**config.mk**
```make
export PLATFORM = sky130hd
export DESIGN_NAME = three_phase_center_pwm_timing
export DESIGN_NICKNAME = d
export VERILOG_FILES = /design/src/verilog/pwm_timing_pkg.sv /design/src/verilog/three_phase_center_pwm_timing.sv
export SDC_FILE = /design/constraint.sdc
export NUM_CORES = 2
export LEC_CHECK = 0
export BUFFER_PORTS_ARGS = -buffer_cell sky130_fd_sc_hd__buf_2
export CAP_MARGIN = 20
export CORE_ASPECT_RATIO = 1.4
export CORE_MARGIN = 3
export CORE_UTILIZATION = 45
export CTS_CLUSTER_SIZE = 40
export DETAILED_ROUTE_END_ITERATION = 12
export PLACE_DENSITY = 0.61
export REMOVE_ABC_BUFFERS = 1
export SLEW_MARGIN = 20
export SYNTH_ARGS = -nofsm -noshare
export SYNTH_HDL_FRONTEND = slang
export SYNTH_SLANG_ARGS = --single-unit
```
**constraint.sdc**
```tcl
create_clock -name core_clk -period 14.6 [get_ports core_clk]
set_input_delay 3.65 -clock core_clk [delete_from_list [all_inputs] [get_ports core_clk]]
set_output_delay 3.65 -clock core_clk [all_outputs]
set_load 0.01 [all_outputs]
```
**src/verilog/pwm_timing_pkg.sv**
```systemverilog
/*
  Constants, register offsets, reset values and state codes for the three-phase center-based PWM timing unit.
  Assumes one clock domain and a simple strobe-based register port driven by a processor core.
*/
// Operation
// - Phase A, B and C output pairs each follow their own duty count.
// - Duty count is high-side on-time per half period, in clock periods.
// - Single update mode gives waveforms symmetrical about the period middle.
// - Dead time shifts every switching edge by dead-time count clock periods.
// - Single mode: high time 2*(duty-dead), low time 2*(half-duty-dead).
// - On-times clamp between zero and the half period.
// - Double mode: high time is sum of both half duties minus both dead times.
// - Double mode: period equals first half count plus second half count.
// - Double mode inserts dead time exactly as single mode does.
// - Single mode uses the same duty values for both half cycles.
// - No outputs until half period and three duties are written; then start.
// - Single mode: first sync about 1.5 half-periods after the half-period write.
// - Double mode: first sync one half-period after the half-period write.
// - Status bit 3 shows which half of the period is active.
// - Duty step of one changes on-time one clock per half period.
// - Minimum on-time per half period is min-pulse count clock periods.
// - Pulses shorter than minimum are deleted; complement held fully on.
// - Every timing quantity is an integer count of the single clock period.
// - Mode bit 6 selects double update; single update after reset.
// - Double mode adds a midpoint sync; values latch at each sync start.
// - Sync pulse lasts width count plus one clocks; width resets to 0x27.
// - Half-period count is the number of clocks in half a PWM period.
package pwm_timing_pkg;

  // ----------------------------------------------------------------
  // Widths
  // ----------------------------------------------------------------
  localparam int DATA_W = 16;
  localparam int DT_W   = 10;
  localparam int SW_W   = 8;
  localparam int ADDR_W = 4;

  // ----------------------------------------------------------------
  // Register offsets
  // ----------------------------------------------------------------
  localparam logic [ADDR_W-1:0] ADDR_DUTY_A     = 4'h0;
  localparam logic [ADDR_W-1:0] ADDR_DUTY_B     = 4'h1;
  localparam logic [ADDR_W-1:0] ADDR_DUTY_C     = 4'h2;
  localparam logic [ADDR_W-1:0] ADDR_HALF_PER   = 4'h3;
  localparam logic [ADDR_W-1:0] ADDR_DEAD_TIME  = 4'h4;
  localparam logic [ADDR_W-1:0] ADDR_MIN_PULSE  = 4'h5;
  localparam logic [ADDR_W-1:0] ADDR_SYNC_WIDTH = 4'h6;
  localparam logic [ADDR_W-1:0] ADDR_MODE_CTRL  = 4'h7;
  localparam logic [ADDR_W-1:0] ADDR_SYS_STATUS = 4'h8;

  // ----------------------------------------------------------------
  // Field positions and reset values
  // ----------------------------------------------------------------
  localparam int                MODE_DOUBLE_BIT = 6;
  localparam int                STATUS_HALF_BIT = 3;
  localparam int                STATUS_RUN_BIT  = 0;
  localparam logic [SW_W-1:0]   RST_SYNC_WIDTH  = 8'h27;
  localparam logic [DATA_W-1:0] RST_COUNT       = 16'h0000;
  localparam logic [3:0]        INIT_ALL_DONE   = 4'hF;

  // ----------------------------------------------------------------
  // Run states
  // ----------------------------------------------------------------
  typedef enum logic [1:0] {
    ST_IDLE = 2'b01,
    ST_RUN  = 2'b10
  } run_state_t;

endpackage : pwm_timing_pkg

```
**src/verilog/three_phase_center_pwm_timing.sv**
```systemverilog
/*
  Three-phase center-based PWM timing unit: duty, half-period, dead-time, minimum-pulse and sync-width
  registers, single/double update modes, narrow pulse deletion and the cycle sync pulse.
  Assumes a processor core on the same clock driving one-cycle read/write strobes, and an output control
  stage downstream that handles crossover, per-output disable and shutdown.
*/
// Chosen here: the register addresses and the plain strobed port.
module three_phase_center_pwm_timing (
  // Clock and reset
  input  wire logic                               core_clk,
  input  wire logic                               rst,
  // Register port
  input  wire logic [pwm_timing_pkg::ADDR_W-1:0]  reg_addr,
  input  wire logic [pwm_timing_pkg::DATA_W-1:0]  reg_wdata,
  input  wire logic                               reg_wr,
  input  wire logic                               reg_rd,
  output logic      [pwm_timing_pkg::DATA_W-1:0]  reg_rdata,
  // Timing unit outputs
  output logic                                    phase_a_high_out,
  output logic                                    phase_a_low_out,
  output logic                                    phase_b_high_out,
  output logic                                    phase_b_low_out,
  output logic                                    phase_c_high_out,
  output logic                                    phase_c_low_out,
  output logic                                    cycle_sync_pulse
);
  import pwm_timing_pkg::*;

  // ----------------------------------------------------------------
  // State
  // ----------------------------------------------------------------
  typedef struct packed {
    run_state_t                 st;
    logic [2:0][DATA_W-1:0]     duty;
    logic [DATA_W-1:0]          hp;
    logic [DT_W-1:0]            dt;
    logic [DATA_W-1:0]          pd;
    logic [SW_W-1:0]            sw;
    logic                       dbl_mode;
    logic [3:0]                 written;
    logic [2:0][DATA_W-1:0]     duty_l;
    logic [DATA_W-1:0]          hp_l;
    logic [DT_W-1:0]            dt_l;
    logic [DATA_W-1:0]          pd_l;
    logic [SW_W-1:0]            sw_l;
    logic                       dbl_l;
    logic [DATA_W-1:0]          cnt;
    logic                       half;
    logic [SW_W:0]              sync_left;
    logic                       sync_out;
    logic [5:0]                 outs;
    logic [DATA_W-1:0]          rdata;
  } state_t;

  localparam state_t S_RST = '{st: ST_IDLE, sw: RST_SYNC_WIDTH, default: '0};

  state_t s_reg;
  state_t s_next;

  logic [2:0]             hi_on;
  logic [2:0]             lo_on;
  logic [2:0][DATA_W-1:0] hi_len;
  logic [2:0][DATA_W-1:0] lo_len;

  // ----------------------------------------------------------------
  // Per-phase edge placement
  // ----------------------------------------------------------------
  // Widened signed math so that duty below dead time, or duty plus dead time above the half
  // period, gives a negative length that clamps to zero instead of wrapping.
  for (genvar i = 0; i < 3; i++)
  begin : g_phase
    logic signed [DATA_W+1:0] hi_raw;
    logic signed [DATA_W+1:0] lo_raw;
    logic signed [DATA_W+1:0] hp_s;
    logic signed [DATA_W+1:0] dt_s;
    logic        [DATA_W-1:0] hi_c;
    logic        [DATA_W-1:0] lo_c;
    logic                     hi_short;
    logic                     lo_short;

    assign hp_s   = $signed({2'b00, s_reg.hp_l});
    assign dt_s   = $signed({{(DATA_W + 2 - DT_W){1'b0}}, s_reg.dt_l});
    assign hi_raw = $signed({2'b00, s_reg.duty_l[i]}) - dt_s;
    assign lo_raw = hp_s - $signed({2'b00, s_reg.duty_l[i]}) - dt_s;

    assign hi_c = (hi_raw < 0) ? RST_COUNT : ((hi_raw > hp_s) ? s_reg.hp_l : hi_raw[DATA_W-1:0]);
    assign lo_c = (lo_raw < 0) ? RST_COUNT : ((lo_raw > hp_s) ? s_reg.hp_l : lo_raw[DATA_W-1:0]);

    // Short high pulse wins: the low side is then held on for the whole half
    assign hi_short = (hi_c < s_reg.pd_l);
    assign lo_short = (lo_c < s_reg.pd_l);

    assign hi_len[i] = hi_short ? RST_COUNT : (lo_short ? s_reg.hp_l : hi_c);
    assign lo_len[i] = hi_short ? s_reg.hp_l : (lo_short ? RST_COUNT : lo_c);

    // High pulse hugs the period centre, low pulse hugs the period ends
    assign hi_on[i] = s_reg.half ? (s_reg.cnt < hi_len[i])
                                 : (s_reg.cnt >= (s_reg.hp_l - hi_len[i]));
    assign lo_on[i] = s_reg.half ? (s_reg.cnt >= (s_reg.hp_l - lo_len[i]))
                                 : (s_reg.cnt < lo_len[i]);
  end

  // ----------------------------------------------------------------
  // Next state
  // ----------------------------------------------------------------
  always_comb
  begin
    logic              last;
    logic              latch;
    logic [DATA_W-1:0] status;
    last   = 1'b0;
    latch  = 1'b0;
    status = '0;
    s_next = s_reg;

    // Register writes
    if (reg_wr)
    begin
      case (reg_addr)
        ADDR_DUTY_A:
        begin
          s_next.duty[0]    = reg_wdata;
          s_next.written[0] = 1'b1;
        end
        ADDR_DUTY_B:
        begin
          s_next.duty[1]    = reg_wdata;
          s_next.written[1] = 1'b1;
        end
        ADDR_DUTY_C:
        begin
          s_next.duty[2]    = reg_wdata;
          s_next.written[2] = 1'b1;
        end
        ADDR_HALF_PER:
        begin
          s_next.hp         = reg_wdata;
          s_next.written[3] = 1'b1;
        end
        ADDR_DEAD_TIME:  s_next.dt       = reg_wdata[DT_W-1:0];
        ADDR_MIN_PULSE:  s_next.pd       = reg_wdata;
        ADDR_SYNC_WIDTH: s_next.sw       = reg_wdata[SW_W-1:0];
        ADDR_MODE_CTRL:  s_next.dbl_mode = reg_wdata[MODE_DOUBLE_BIT];
        default:         s_next.written  = s_reg.written;
      endcase
    end

    // Register reads, data valid in the following cycle
    status[STATUS_HALF_BIT] = s_reg.half;
    status[STATUS_RUN_BIT]  = (s_reg.st == ST_RUN);
    s_next.rdata = '0;
    if (reg_rd)
    begin
      case (reg_addr)
        ADDR_DUTY_A:     s_next.rdata = s_reg.duty[0];
        ADDR_DUTY_B:     s_next.rdata = s_reg.duty[1];
        ADDR_DUTY_C:     s_next.rdata = s_reg.duty[2];
        ADDR_HALF_PER:   s_next.rdata = s_reg.hp;
        ADDR_DEAD_TIME:  s_next.rdata = {{(DATA_W - DT_W){1'b0}}, s_reg.dt};
        ADDR_MIN_PULSE:  s_next.rdata = s_reg.pd;
        ADDR_SYNC_WIDTH: s_next.rdata = {{(DATA_W - SW_W){1'b0}}, s_reg.sw};
        ADDR_MODE_CTRL:  s_next.rdata[MODE_DOUBLE_BIT] = s_reg.dbl_mode;
        ADDR_SYS_STATUS: s_next.rdata = status;
        default:         s_next.rdata = '0;
      endcase
    end

    // Sync pulse countdown
    if (s_reg.sync_left != '0)
      s_next.sync_left = s_reg.sync_left - 1'b1;

    unique case (s_reg.st)
      ST_IDLE:
      begin
        if (s_next.written == INIT_ALL_DONE)
        begin
          s_next.st     = ST_RUN;
          s_next.duty_l = s_next.duty;
          s_next.hp_l   = s_next.hp;
          s_next.dt_l   = s_next.dt;
          s_next.pd_l   = s_next.pd;
          s_next.sw_l   = s_next.sw;
          s_next.dbl_l  = s_next.dbl_mode;
          // Lead-in: single mode starts mid first half, double at second half start
          if (s_next.dbl_mode)
          begin
            s_next.half = 1'b1;
            s_next.cnt  = RST_COUNT;
          end
          else
          begin
            s_next.half = 1'b0;
            s_next.cnt  = s_next.hp >> 1;
          end
        end
      end
      ST_RUN:
      begin
        last = ({1'b0, s_reg.cnt} + 17'd1) >= {1'b0, s_reg.hp_l};
        if (last)
        begin
          s_next.cnt  = RST_COUNT;
          s_next.half = ~s_reg.half;
          // Period start always latches; the midpoint latches only in double mode
          latch = s_reg.half || s_reg.dbl_mode;
        end
        else
          s_next.cnt = s_reg.cnt + 1'b1;
        if (latch)
        begin
          s_next.duty_l    = s_next.duty;
          s_next.hp_l      = s_next.hp;
          s_next.dt_l      = s_next.dt;
          s_next.pd_l      = s_next.pd;
          s_next.sw_l      = s_next.sw;
          s_next.dbl_l     = s_next.dbl_mode;
          s_next.sync_left = (SW_W + 1)'({1'b0, s_next.sw} + 9'd1);
        end
      end
    endcase

    // One cycle behind the counter, like the gate outputs, so sync and pattern stay aligned
    s_next.sync_out = (s_reg.sync_left != '0);
    if (s_reg.st == ST_RUN)
    begin
      for (int k = 0; k < 3; k++)
      begin
        s_next.outs[2*k]   = hi_on[k];
        s_next.outs[2*k+1] = lo_on[k];
      end
    end
    else
      s_next.outs = '0;
  end

  always_ff @(posedge core_clk or posedge rst)
  begin
    if (rst)
      s_reg <= S_RST;
    else
      s_reg <= s_next;
  end

  // ----------------------------------------------------------------
  // Outputs
  // ----------------------------------------------------------------
  assign reg_rdata        = s_reg.rdata;
  assign phase_a_high_out = s_reg.outs[0];
  assign phase_a_low_out  = s_reg.outs[1];
  assign phase_b_high_out = s_reg.outs[2];
  assign phase_b_low_out  = s_reg.outs[3];
  assign phase_c_high_out = s_reg.outs[4];
  assign phase_c_low_out  = s_reg.outs[5];
  assign cycle_sync_pulse = s_reg.sync_out;

  // ----------------------------------------------------------------
  // Assertions
  // ----------------------------------------------------------------
  // Helper: length of the current high run of the sync pulse
  logic [SW_W+1:0] sync_len;
  always_ff @(posedge core_clk or posedge rst)
  begin
    if (rst)
      sync_len <= '0;
    else if (s_reg.sync_out)
      sync_len <= sync_len + 1'b1;
    else
      sync_len <= '0;
  end

  property p_idle_off;
    @(posedge core_clk) disable iff (rst)
    (s_reg.st == ST_IDLE) |-> (s_reg.outs == 6'h00) && !s_reg.sync_out;
  endproperty
  a_idle_off: assert property (p_idle_off) else $error("outputs active before init");

  property p_no_overlap;
    @(posedge core_clk) disable iff (rst)
    !(phase_a_high_out && phase_a_low_out) && !(phase_b_high_out && phase_b_low_out)
      && !(phase_c_high_out && phase_c_low_out);
  endproperty
  a_no_overlap: assert property (p_no_overlap) else $error("high and low side on together");

  property p_sync_width;
    @(posedge core_clk) disable iff (rst)
    $fell(s_reg.sync_out) |-> (sync_len == ({2'b00, $past(s_reg.sw_l)} + 10'd1));
  endproperty
  a_sync_width: assert property (p_sync_width) else $error("sync pulse width wrong");

  property p_sync_cause;
    @(posedge core_clk) disable iff (rst)
    $rose(s_reg.sync_out) |-> ($past(s_reg.cnt) == RST_COUNT) && $past(s_reg.st == ST_RUN);
  endproperty
  a_sync_cause: assert property (p_sync_cause) else $error("sync not at half boundary");

  property p_single_sync_half;
    @(posedge core_clk) disable iff (rst)
    ($rose(s_reg.sync_out) && !s_reg.dbl_l) |-> !$past(s_reg.half);
  endproperty
  a_single_sync_half: assert property (p_single_sync_half) else $error("single mode sync at midpoint");

  property p_single_hold;
    @(posedge core_clk) disable iff (rst)
    ($changed(s_reg.duty_l) && $past(s_reg.st == ST_RUN)) |-> (!s_reg.half || s_reg.dbl_l);
  endproperty
  a_single_hold: assert property (p_single_hold) else $error("duty latched mid period in single mode");

  property p_deleted_high;
    @(posedge core_clk) disable iff (rst)
    ((s_reg.st == ST_RUN) && (hi_len[0] == RST_COUNT)) |=> !phase_a_high_out;
  endproperty
  a_deleted_high: assert property (p_deleted_high) else $error("deleted high pulse appeared");

  property p_full_low;
    @(posedge core_clk) disable iff (rst)
    ((s_reg.st == ST_RUN) && (s_reg.pd_l != RST_COUNT) && (hi_len[0] < s_reg.pd_l)) |=> phase_a_low_out;
  endproperty
  a_full_low: assert property (p_full_low) else $error("complement not fully on");

  property p_start_phase;
    @(posedge core_clk) disable iff (rst)
    ($past(s_reg.st == ST_IDLE) && (s_reg.st == ST_RUN))
      |-> (s_reg.dbl_l ? (s_reg.half && (s_reg.cnt == RST_COUNT))
                       : (!s_reg.half && (s_reg.cnt == (s_reg.hp_l >> 1))));
  endproperty
  a_start_phase: assert property (p_start_phase) else $error("wrong lead-in after init");

  property p_cnt_range;
    @(posedge core_clk) disable iff (rst)
    ((s_reg.st == ST_RUN) && (s_reg.hp_l != RST_COUNT)) |-> (s_reg.cnt < s_reg.hp_l);
  endproperty
  a_cnt_range: assert property (p_cnt_range) else $error("half counter beyond half period");

  property p_len_clamp;
    @(posedge core_clk) disable iff (rst)
    (s_reg.st == ST_RUN) |-> (hi_len[1] <= s_reg.hp_l) && (lo_len[1] <= s_reg.hp_l);
  endproperty
  a_len_clamp: assert property (p_len_clamp) else $error("on-time beyond half period");

  // Without clamping or deletion, both on-times and two dead times fill the half exactly
  property p_dead_sum;
    @(posedge core_clk) disable iff (rst)
    ((s_reg.st == ST_RUN) && (s_reg.pd_l == RST_COUNT) && ({2'h0, s_reg.duty_l[0]} >= {8'h00, s_reg.dt_l})
      && (({2'h0, s_reg.duty_l[0]} + {8'h00, s_reg.dt_l}) <= {2'h0, s_reg.hp_l}))
      |-> (({2'h0, hi_len[0]} + {2'h0, lo_len[0]} + {7'h00, s_reg.dt_l, 1'h0}) == {2'h0, s_reg.hp_l});
  endproperty
  a_dead_sum: assert property (p_dead_sum) else $error("dead time not taken from both sides");

  property p_start_cond;
    @(posedge core_clk) disable iff (rst)
    ($past(s_reg.st == ST_IDLE) && (s_reg.st == ST_RUN)) |-> (s_reg.written == INIT_ALL_DONE);
  endproperty
  a_start_cond: assert property (p_start_cond) else $error("timer started before init writes");

  property p_status_half;
    @(posedge core_clk) disable iff (rst)
    (reg_rd && (reg_addr == ADDR_SYS_STATUS)) |=> (reg_rdata[STATUS_HALF_BIT] == $past(s_reg.half));
  endproperty
  a_status_half: assert property (p_status_half) else $error("status half bit wrong");

  property p_low_deleted;
    @(posedge core_clk) disable iff (rst)
    ((s_reg.st == ST_RUN) && (lo_len[2] == RST_COUNT)) |=> !phase_c_low_out;
  endproperty
  a_low_deleted: assert property (p_low_deleted) else $error("deleted low pulse appeared");

  property p_hp_latch;
    @(posedge core_clk) disable iff (rst)
    ($changed(s_reg.hp_l) && $past(s_reg.st == ST_RUN)) |-> (s_reg.cnt == RST_COUNT);
  endproperty
  a_hp_latch: assert property (p_hp_latch) else $error("half period latched off boundary");

  property p_mid_sync;
    @(posedge core_clk) disable iff (rst)
    ((s_reg.st == ST_RUN) && s_reg.dbl_mode && !s_reg.half && (({1'h0, s_reg.cnt} + 17'h00001) >= {1'h0, s_reg.hp_l}))
      |-> ##2 s_reg.sync_out;
  endproperty
  a_mid_sync: assert property (p_mid_sync) else $error("no midpoint sync in double mode");

endmodule : three_phase_center_pwm_timing

```
# Word level (Yosys, flattened, before mapping)
# Cells that the tools add are included.
classes:
  muxes: 59
  eq_ne: 14
  bitwise: 1
  add_sub_neg: 19
  n_reduce_logical: 6
  n_lt_le_gt_ge: 31
op_table:
  columns: ["cell", "count"]
  rows:
  - ["16-bit two-way mux", 32]
  - ["116-bit case mux with 2 select lines", 1]
  - ["16-bit < comparator", 12]
  - ["116-bit two-way mux", 1]
  - ["103-bit two-way mux", 1]
  - ["99-bit two-way mux", 1]
  - ["16-bit greater-or-equal comparator", 6]
  - ["16-bit subtractor", 6]
  - ["9-bit case mux with 7 select lines", 1]
  - ["18-bit by 17-bit greater-than comparator with 1-bit output", 3]
  - ["18-bit by 1-bit < comparator with 1-bit output (second input constant)", 3]
  - ["17-bit by 11-bit subtractor with 18-bit output", 3]
  - ["17-bit greater-than comparator", 3]
  - ["17-bit by 1-bit < comparator with 1-bit output (second input constant)", 3]
  - ["16-bit by 10-bit subtractor with 17-bit output", 3]
  - ["16-bit by 16-bit subtractor with 17-bit output", 3]
  - ["6-bit case mux with 8 select lines", 1]
  - ["9-bit two-way mux", 3]
  - ["16-bit by 1-bit adder with 17-bit output (second input constant)", 1]
  - ["17-bit by 16-bit greater-or-equal comparator with 1-bit output", 1]
  - ["16-bit by 1-bit adder with 16-bit output (second input constant)", 1]
  - ["4-bit by 3-bit == test with 1-bit output (second input constant)", 4]
  - ["1-bit two-way mux", 14]
  - ["10-bit two-way mux", 1]
  - ["16 further kinds", 22]
totals:
  output_inout_bits: 23
  wordCells: 152
  register_bits: 244

# Depth between registers and ports, before layout
# Gate-level depths: netlist of run 1.
logic_depth:
  word_depth: 12
  mapped_depth: 70

# Worst setup path after synthesis of run 1
# Ideal clock, no wire load.
synth_path:
  path_type: "register to register"
  start: "register s_reg (netlist bit g_phase[0].hp_s[1])"
  end: "register s_reg (netlist bit phase_b_high_out)"
  setup_slack_ns: 2.594
  t_arrival_ns: 11.876
  t_required_ns: 14.470
  path_buffers: 5
  path_stages_with_launch: 66
  path_cell_list: "dfrtp_1 -> clkbuf_1 -> inv_1 -> clkbuf_1 -> fa_1 -> nor2b_1 -> o21a_1 -> o21a_1 -> o31a_1 -> o21ai_0 -> nand2_1 -> xor2_1 -> ha_1 -> and3_1 -> a211oi_1 -> nand3_1 -> nor3_1 -> a21oi_1 -> [30 not listed] -> a21o_1 -> a21o_1 -> a21o_1 -> a21o_1 -> a21o_1 -> a21o_1 -> a21o_1 -> a21o_1 -> a21o_1 -> a21o_1 -> a21o_1 -> a21o_1 -> a21oi_1 -> nor2b_1 -> o21ai_0 -> a22oi_1 -> nand3_1 -> a31oi_1"
synth_rtl:
  columns: ["item", "line_no", "source"]
  rows:
  - ["from (decl)", "three_phase_center_pwm_timing.sv:57", "state_t s_reg;"]
  - ["from (signal assigned)", "three_phase_center_pwm_timing.sv:241", "s_reg <= s_next;"]

==> results_dict.tcl, run 1 <==
set metrics [dict create \
    outcome "completed" \
    rsz0062_at_grt "false" \
    grt_pass1_vias 28200 \
    yosys-top-cells-area "ha_1 22%, dfrtp_1 19%, mux2_2 6.4%, a21oi_1 5.6%, a21o_1 4.3%" \
    dpl.cell_count 4709 \
    synthDistinctLibCells 106 \
    drc 0 \
    synth_edf_count 0 \
    cts_buffers 27 \
    finalHoldViolCount 0 \
    endpoint_kind "flop" \
    path_common_cell "a21o_1" \
    fin_worst_skew_ns 0.0241 \
    start_kind "flop" \
    synth_top_family_by_area "compound AO/OA/AOI/OAI gates" \
    io-pin-count 47 \
    clock_latency_ns 0.58 \
    die_h_um 321 \
    io_buffers 46 \
    ys_seq_elements 244 \
    finalCritPeriodShare_pct 90.1 \
    firstDrtPassIters 8 \
    rows 114 \
    antenna_found_initial 1 \
    synth_flop_cell "dfrtp_1" \
    async_reset_ff_share_pct 100 \
    htreeDepth 1 \
    ys_seq_area_share_pct 19.2 \
    cp_slowest_cell "a2111oi_0" \
    synthSimpleGateAreaFrac_pct 15.5 \
    grt_usage_pct 31.1 \
    detail_route.wl_per_cell_um 24.9 \
    ant_nets 0 \
    synthXorXnorAreaFrac_pct 5.77 \
    cts_tree "built" \
    period_needed_ns 13.15 \
    worst_pin_slew_ns 1.14 \
    grt.overflow.total 0 \
    nFillCells 6856 \
    dpl_cell_area_um2 33300 \
    initial_core_util_pct 45.7 \
    hp-class "flop to flop" \
    nets 4403 \
    largest_reg_flops 195 \
    tns_ns 0 \
    dp_hpwl_um 91800 \
    vias 29500 \
    layout_commonest_cell "ha_1" \
    finalInstanceArea_um2 34200 \
    gp_congestion 0.989 \
    die-area_um2 74000 \
    multiInputGateArea_um2 24200 \
    critPathKind "flop to flop" \
    yosysTopAreaCell "ha_1" \
    cts_setup_buffers 0 \
    stdcell_count 4761 \
    critPathMaxFanout 24 \
    drt_iter0_markers 2562 \
    drive_above_1_share_pct 11.5 \
    avgSynthCellArea_um2 8.34 \
    drt-vias-per-instance 6.20 \
    chipWidth_um 231 \
    arrival_ns 13.62 \
    syn_to_final_growth_pct 7.60 \
    cts_hold_buf 0 \
    grt_pass1_wl_um 176000 \
    synth_fa_ha_area_share_pct 23.0 \
    max_freq_mhz 76.1 \
    clockBufferDepth 3 \
    path_clk_slew_ns 0.08 \
    synthCells 3818 \
    regArea_um2 6110 \
    cap_viol_max_count 0 \
    setup_viol 0 \
    synth_compound_area_share_pct 23.1 \
    grt_start_max_net_pins 109 \
    slew_viol_final 0 \
    routed_wl_um 118000 \
    hold_ws_ns 0.451 \
    yosysWarnings 0 \
    clkSinkCount 244 \
    cts-root-buf "clkbuf_16" \
    cts_resized 0 \
    core-area_um2 69600 \
    synth.cell_area_um2 31800 \
    critPathMaxStageDelay_ns 1.00 \
    muxShareOfSynthArea_pct 8.36 \
    synth.top_cell.area_share_pct 21.9 \
    worstPathRequired_ns 15.07 \
    slew_headroom_pct 22.0 \
    layout_common_cells "556 x ha_1, 353 x a21oi_1, 297 x nor2_1, 241 x inv_1, 239 x dfrtp_1" \
]
through the flow:
step	util (%)	worst slack, ns
after detailed placement	47.8	1.73
after global routing	49.2	0.241
after CTS	49.2	1.66
final	49.2	1.45
after floorplan	-	1.31
after global placement	47.8	1.75
synth_stat cells (22+ instances only):
library cell,count
nand2b_1,71
a211oi_1,38
dfrtp_1,239
ha_1,556
and3_1,39
inv_1,242
nor2b_1,58
a31oi_1,25
o21ai_0,226
clkbuf_1,125
a21oi_1,353
a21o_1,184
o21a_1,39
nor2_1,298
nand4_1,48
nand2_1,215
nand3_1,62
mux2_2,182
xor2_1,63
nor3_1,81
nor4_1,27
mux2i_1,60
o211ai_1,22
xnor2_1,145
a22oi_1,23
path summary, 6_finish.rpt:
check | startpoint | end | slack (ns) | depth (start not counted)
setup / recovery | g_phase[0].dt_s[1] | phase_b_low_out | 1.45 | 58
hold / removal | s_reg[151] | s_reg[151] | 0.45 | 1
setup reg to reg | g_phase[0].dt_s[1] | phase_b_low_out | 1.45 | 58
hold reg to reg | s_reg[151] | s_reg[151] | 0.45 | 1
max in group asynchronous | rst | g_phase[0].hp_s[0] | 9.07 | 4
min in group asynchronous | rst | s_reg[151] | 3.22 | 2
area by class of cell:
cell class	instances	area share [%]
Antenna cell	1	0.00731
Inverter	244	2.70
Clock inverter	15	0.621
Tap cell	928	3.39
Sequential cell	244	17.8
Multi-Input combinational cell	3167	70.8
Clock buffer	35	2.21
Timing Repair Buffer	127	2.46
routing by layer:
metal  up-vias  GRT usage [%]  routed length [um]
li1      14000              -                   -
met5         -              0                   0
met4         0           18.3                8780
met1     14100           38.3               48000
met2      1075           52.4               54800
met3       324           3.50                6950
cells by family after synthesis:
group           Yosys count
compound gates         1136
simple gates            999
fa+ha+maj               580
buf+inv                 407
flops                   244
mux                     243
xor+xnor                209
worst max-delay path, delay by kind of cell (launching register included):
kind	cells	cell delay (ns)
compound gates	33	7.23
simple gates	15	2.35
fa+ha+maj	5	1.52
buf+inv	4	1.41
flops	1	0.38
xor+xnor	1	0.18
Power of run 1 is not shown: default switching activity piles up to over one toggle a cycle in this logic, so the estimate is an artifact.
==> inputs of run 2 (changes only) <==
CORE_MARGIN = not set   (was 3)
==> run 2 against run 1 <==
Maximum frequency rose by 2.8%. Hold slack improved by 0.0070 ns. Sequential share of layout area rose by 0.063 points. Sequential cell count did not move. Utilization fell by 0.49 points. Global-route usage rose by 1.8 points. Critical path depth rose by 3. Design area fell by 0.33%. Count of clock-buffer cells in the layout did not move. Cell count did not move. Critical path type unchanged.
==> results_dict.tcl, run 2 (synthesized netlist as in run 1, its figures left out) <==
set metrics [dict create \
    ant_nets 0 \
    worstPathRequired_ns 15.08 \
    nets 4399 \
    critPathMaxFanout 38 \
    tns_ns 0 \
    critPathMaxStageDelay_ns 0.79 \
    clockBufferDepth 3 \
    syn_to_final_growth_pct 7.24 \
    drt_iter0_markers 2573 \
    reg2reg_from "g_phase[0].dt_s[1]" \
    die_h_um 317 \
    start_kind "flop" \
    cts_resized 0 \
    endpoint_kind "flop" \
    layout_commonest_cell "ha_1" \
    path_clk_slew_ns 0.09 \
    io_buffers 46 \
    cts_hold_buf 0 \
    antenna_found_initial 1 \
    cts-root-buf "clkbuf_16" \
    finalHoldViolCount 0 \
    cts_setup_buffers 0 \
    antenna_cells 0 \
    path_common_cell "a21o_1" \
    critPathKind "flop to flop" \
    drt-vias-per-instance 6.19 \
    slew_headroom_pct 28.6 \
    grt_pass1_wl_um 177000 \
    drive_above_1_share_pct 11.3 \
    initial_core_util_pct 45.4 \
    outcome "completed" \
    dpl_cell_area_um2 33200 \
    clock_latency_ns 0.59 \
    setup_viol 0 \
    routed_wl_um 119000 \
    grt.overflow.total 0 \
    cts_buffers 27 \
    finalInstanceArea_um2 34100 \
    dp_hpwl_um 92500 \
    io-pin-count 47 \
    htreeDepth 1 \
    worst_pin_slew_ns 1.06 \
    layout_common_cells "556 x ha_1, 353 x a21oi_1, 297 x nor2_1, 241 x inv_1, 238 x dfrtp_1" \
    hp-class "flop to flop" \
    chipWidth_um 227 \
    die-area_um2 71800 \
    cts_tree "built" \
    fin_worst_skew_ns 0.0446 \
    period_needed_ns 12.79 \
    drc 0 \
    core-area_um2 70100 \
    firstDrtPassIters 7 \
    vias 29500 \
    grt_start_max_net_pins 119 \
    rsz0062_at_grt "false" \
    slew_viol_final 0 \
    grt_pass1_vias 28200 \
    finalCritPeriodShare_pct 87.6 \
    cap_viol_max_count 0 \
    rows 115 \
    detail_route.wl_per_cell_um 24.9 \
    largest_reg_flops 195 \
    cp_slowest_cell "a2111oi_1" \
    clkSinkCount 244 \
    grt_usage_pct 32.9 \
    gp_congestion 1.04 \
    startpoint "g_phase[0].dt_s[1]" \
    hold_start "s_reg[148]" \
    arrival_ns 13.27 \
    max_freq_mhz 78.2 \
]
-- run 2: cell count changes in the layout (fill, tap and decap cells not counted), moves of 2 or more --
cell,delta
buf_4,-4
bufinv_16,-3
clkinv_4,+3
inv_6,-2
-- run 2: routing by layer --
metal,up-vias,global-route usage (%),part of all wire [%]
li1,14000,-,-
met1,14100,40.8,41
met2,1076,54.5,46
met3,317,3.34,5.7
met4,0,21.0,7.6
met5,-,0,0
-- run 2: final timing paths --
path,endpoint,slack [ns],depth (start not counted)
min in group asynchronous,s_reg[72],3.25,2
worst max-delay path,phase_b_low_out,1.81,61
max in group asynchronous,g_phase[0].hp_s[15],9.94,3
worst min register to register,s_reg[148],0.46,1
worst min-delay path,s_reg[148],0.46,1
worst max register to register,phase_b_low_out,1.81,61
-- run 2: worst max-delay path, delay by kind of cell (launching register included) --
kind,cells,cell delay (ns)
AOI/OAI and AO/OA,35,6.72
and+or+nand+nor,16,2.51
buffers and inverters,4,1.52
adders and majority gates,5,1.39
DFF,1,0.38
xor gates and xnor gates,1,0.18
-- run 2: final cells by class --
cell class / count / area (um2)
Clock buffer: 35 / 756
Clock inverter: 12 / 124
Fill cell: 6944 / 35900
Inverter: 244 / 923
Multi-Input combinational cell: 3167 / 24200
Sequential cell: 244 / 6110
Tap cell: 936 / 1170
Timing Repair Buffer: 123 / 812
-- run 2: metrics by stage --
step	worst slack [ns]	cells	hold WS [ns]	util, %
5_1_grt	0.468	4761	0.471	48.7
2_1_floorplan	1.31	3655	0.423	-
3_5_place_dp	1.86	4713	0.443	47.4
3_3_place_gp	1.89	4713	0.439	47.4
6_report	1.81	4761	0.458	48.7
4_1_cts	1.77	4760	0.461	48.7
Power of run 2 is left out for the same reason.
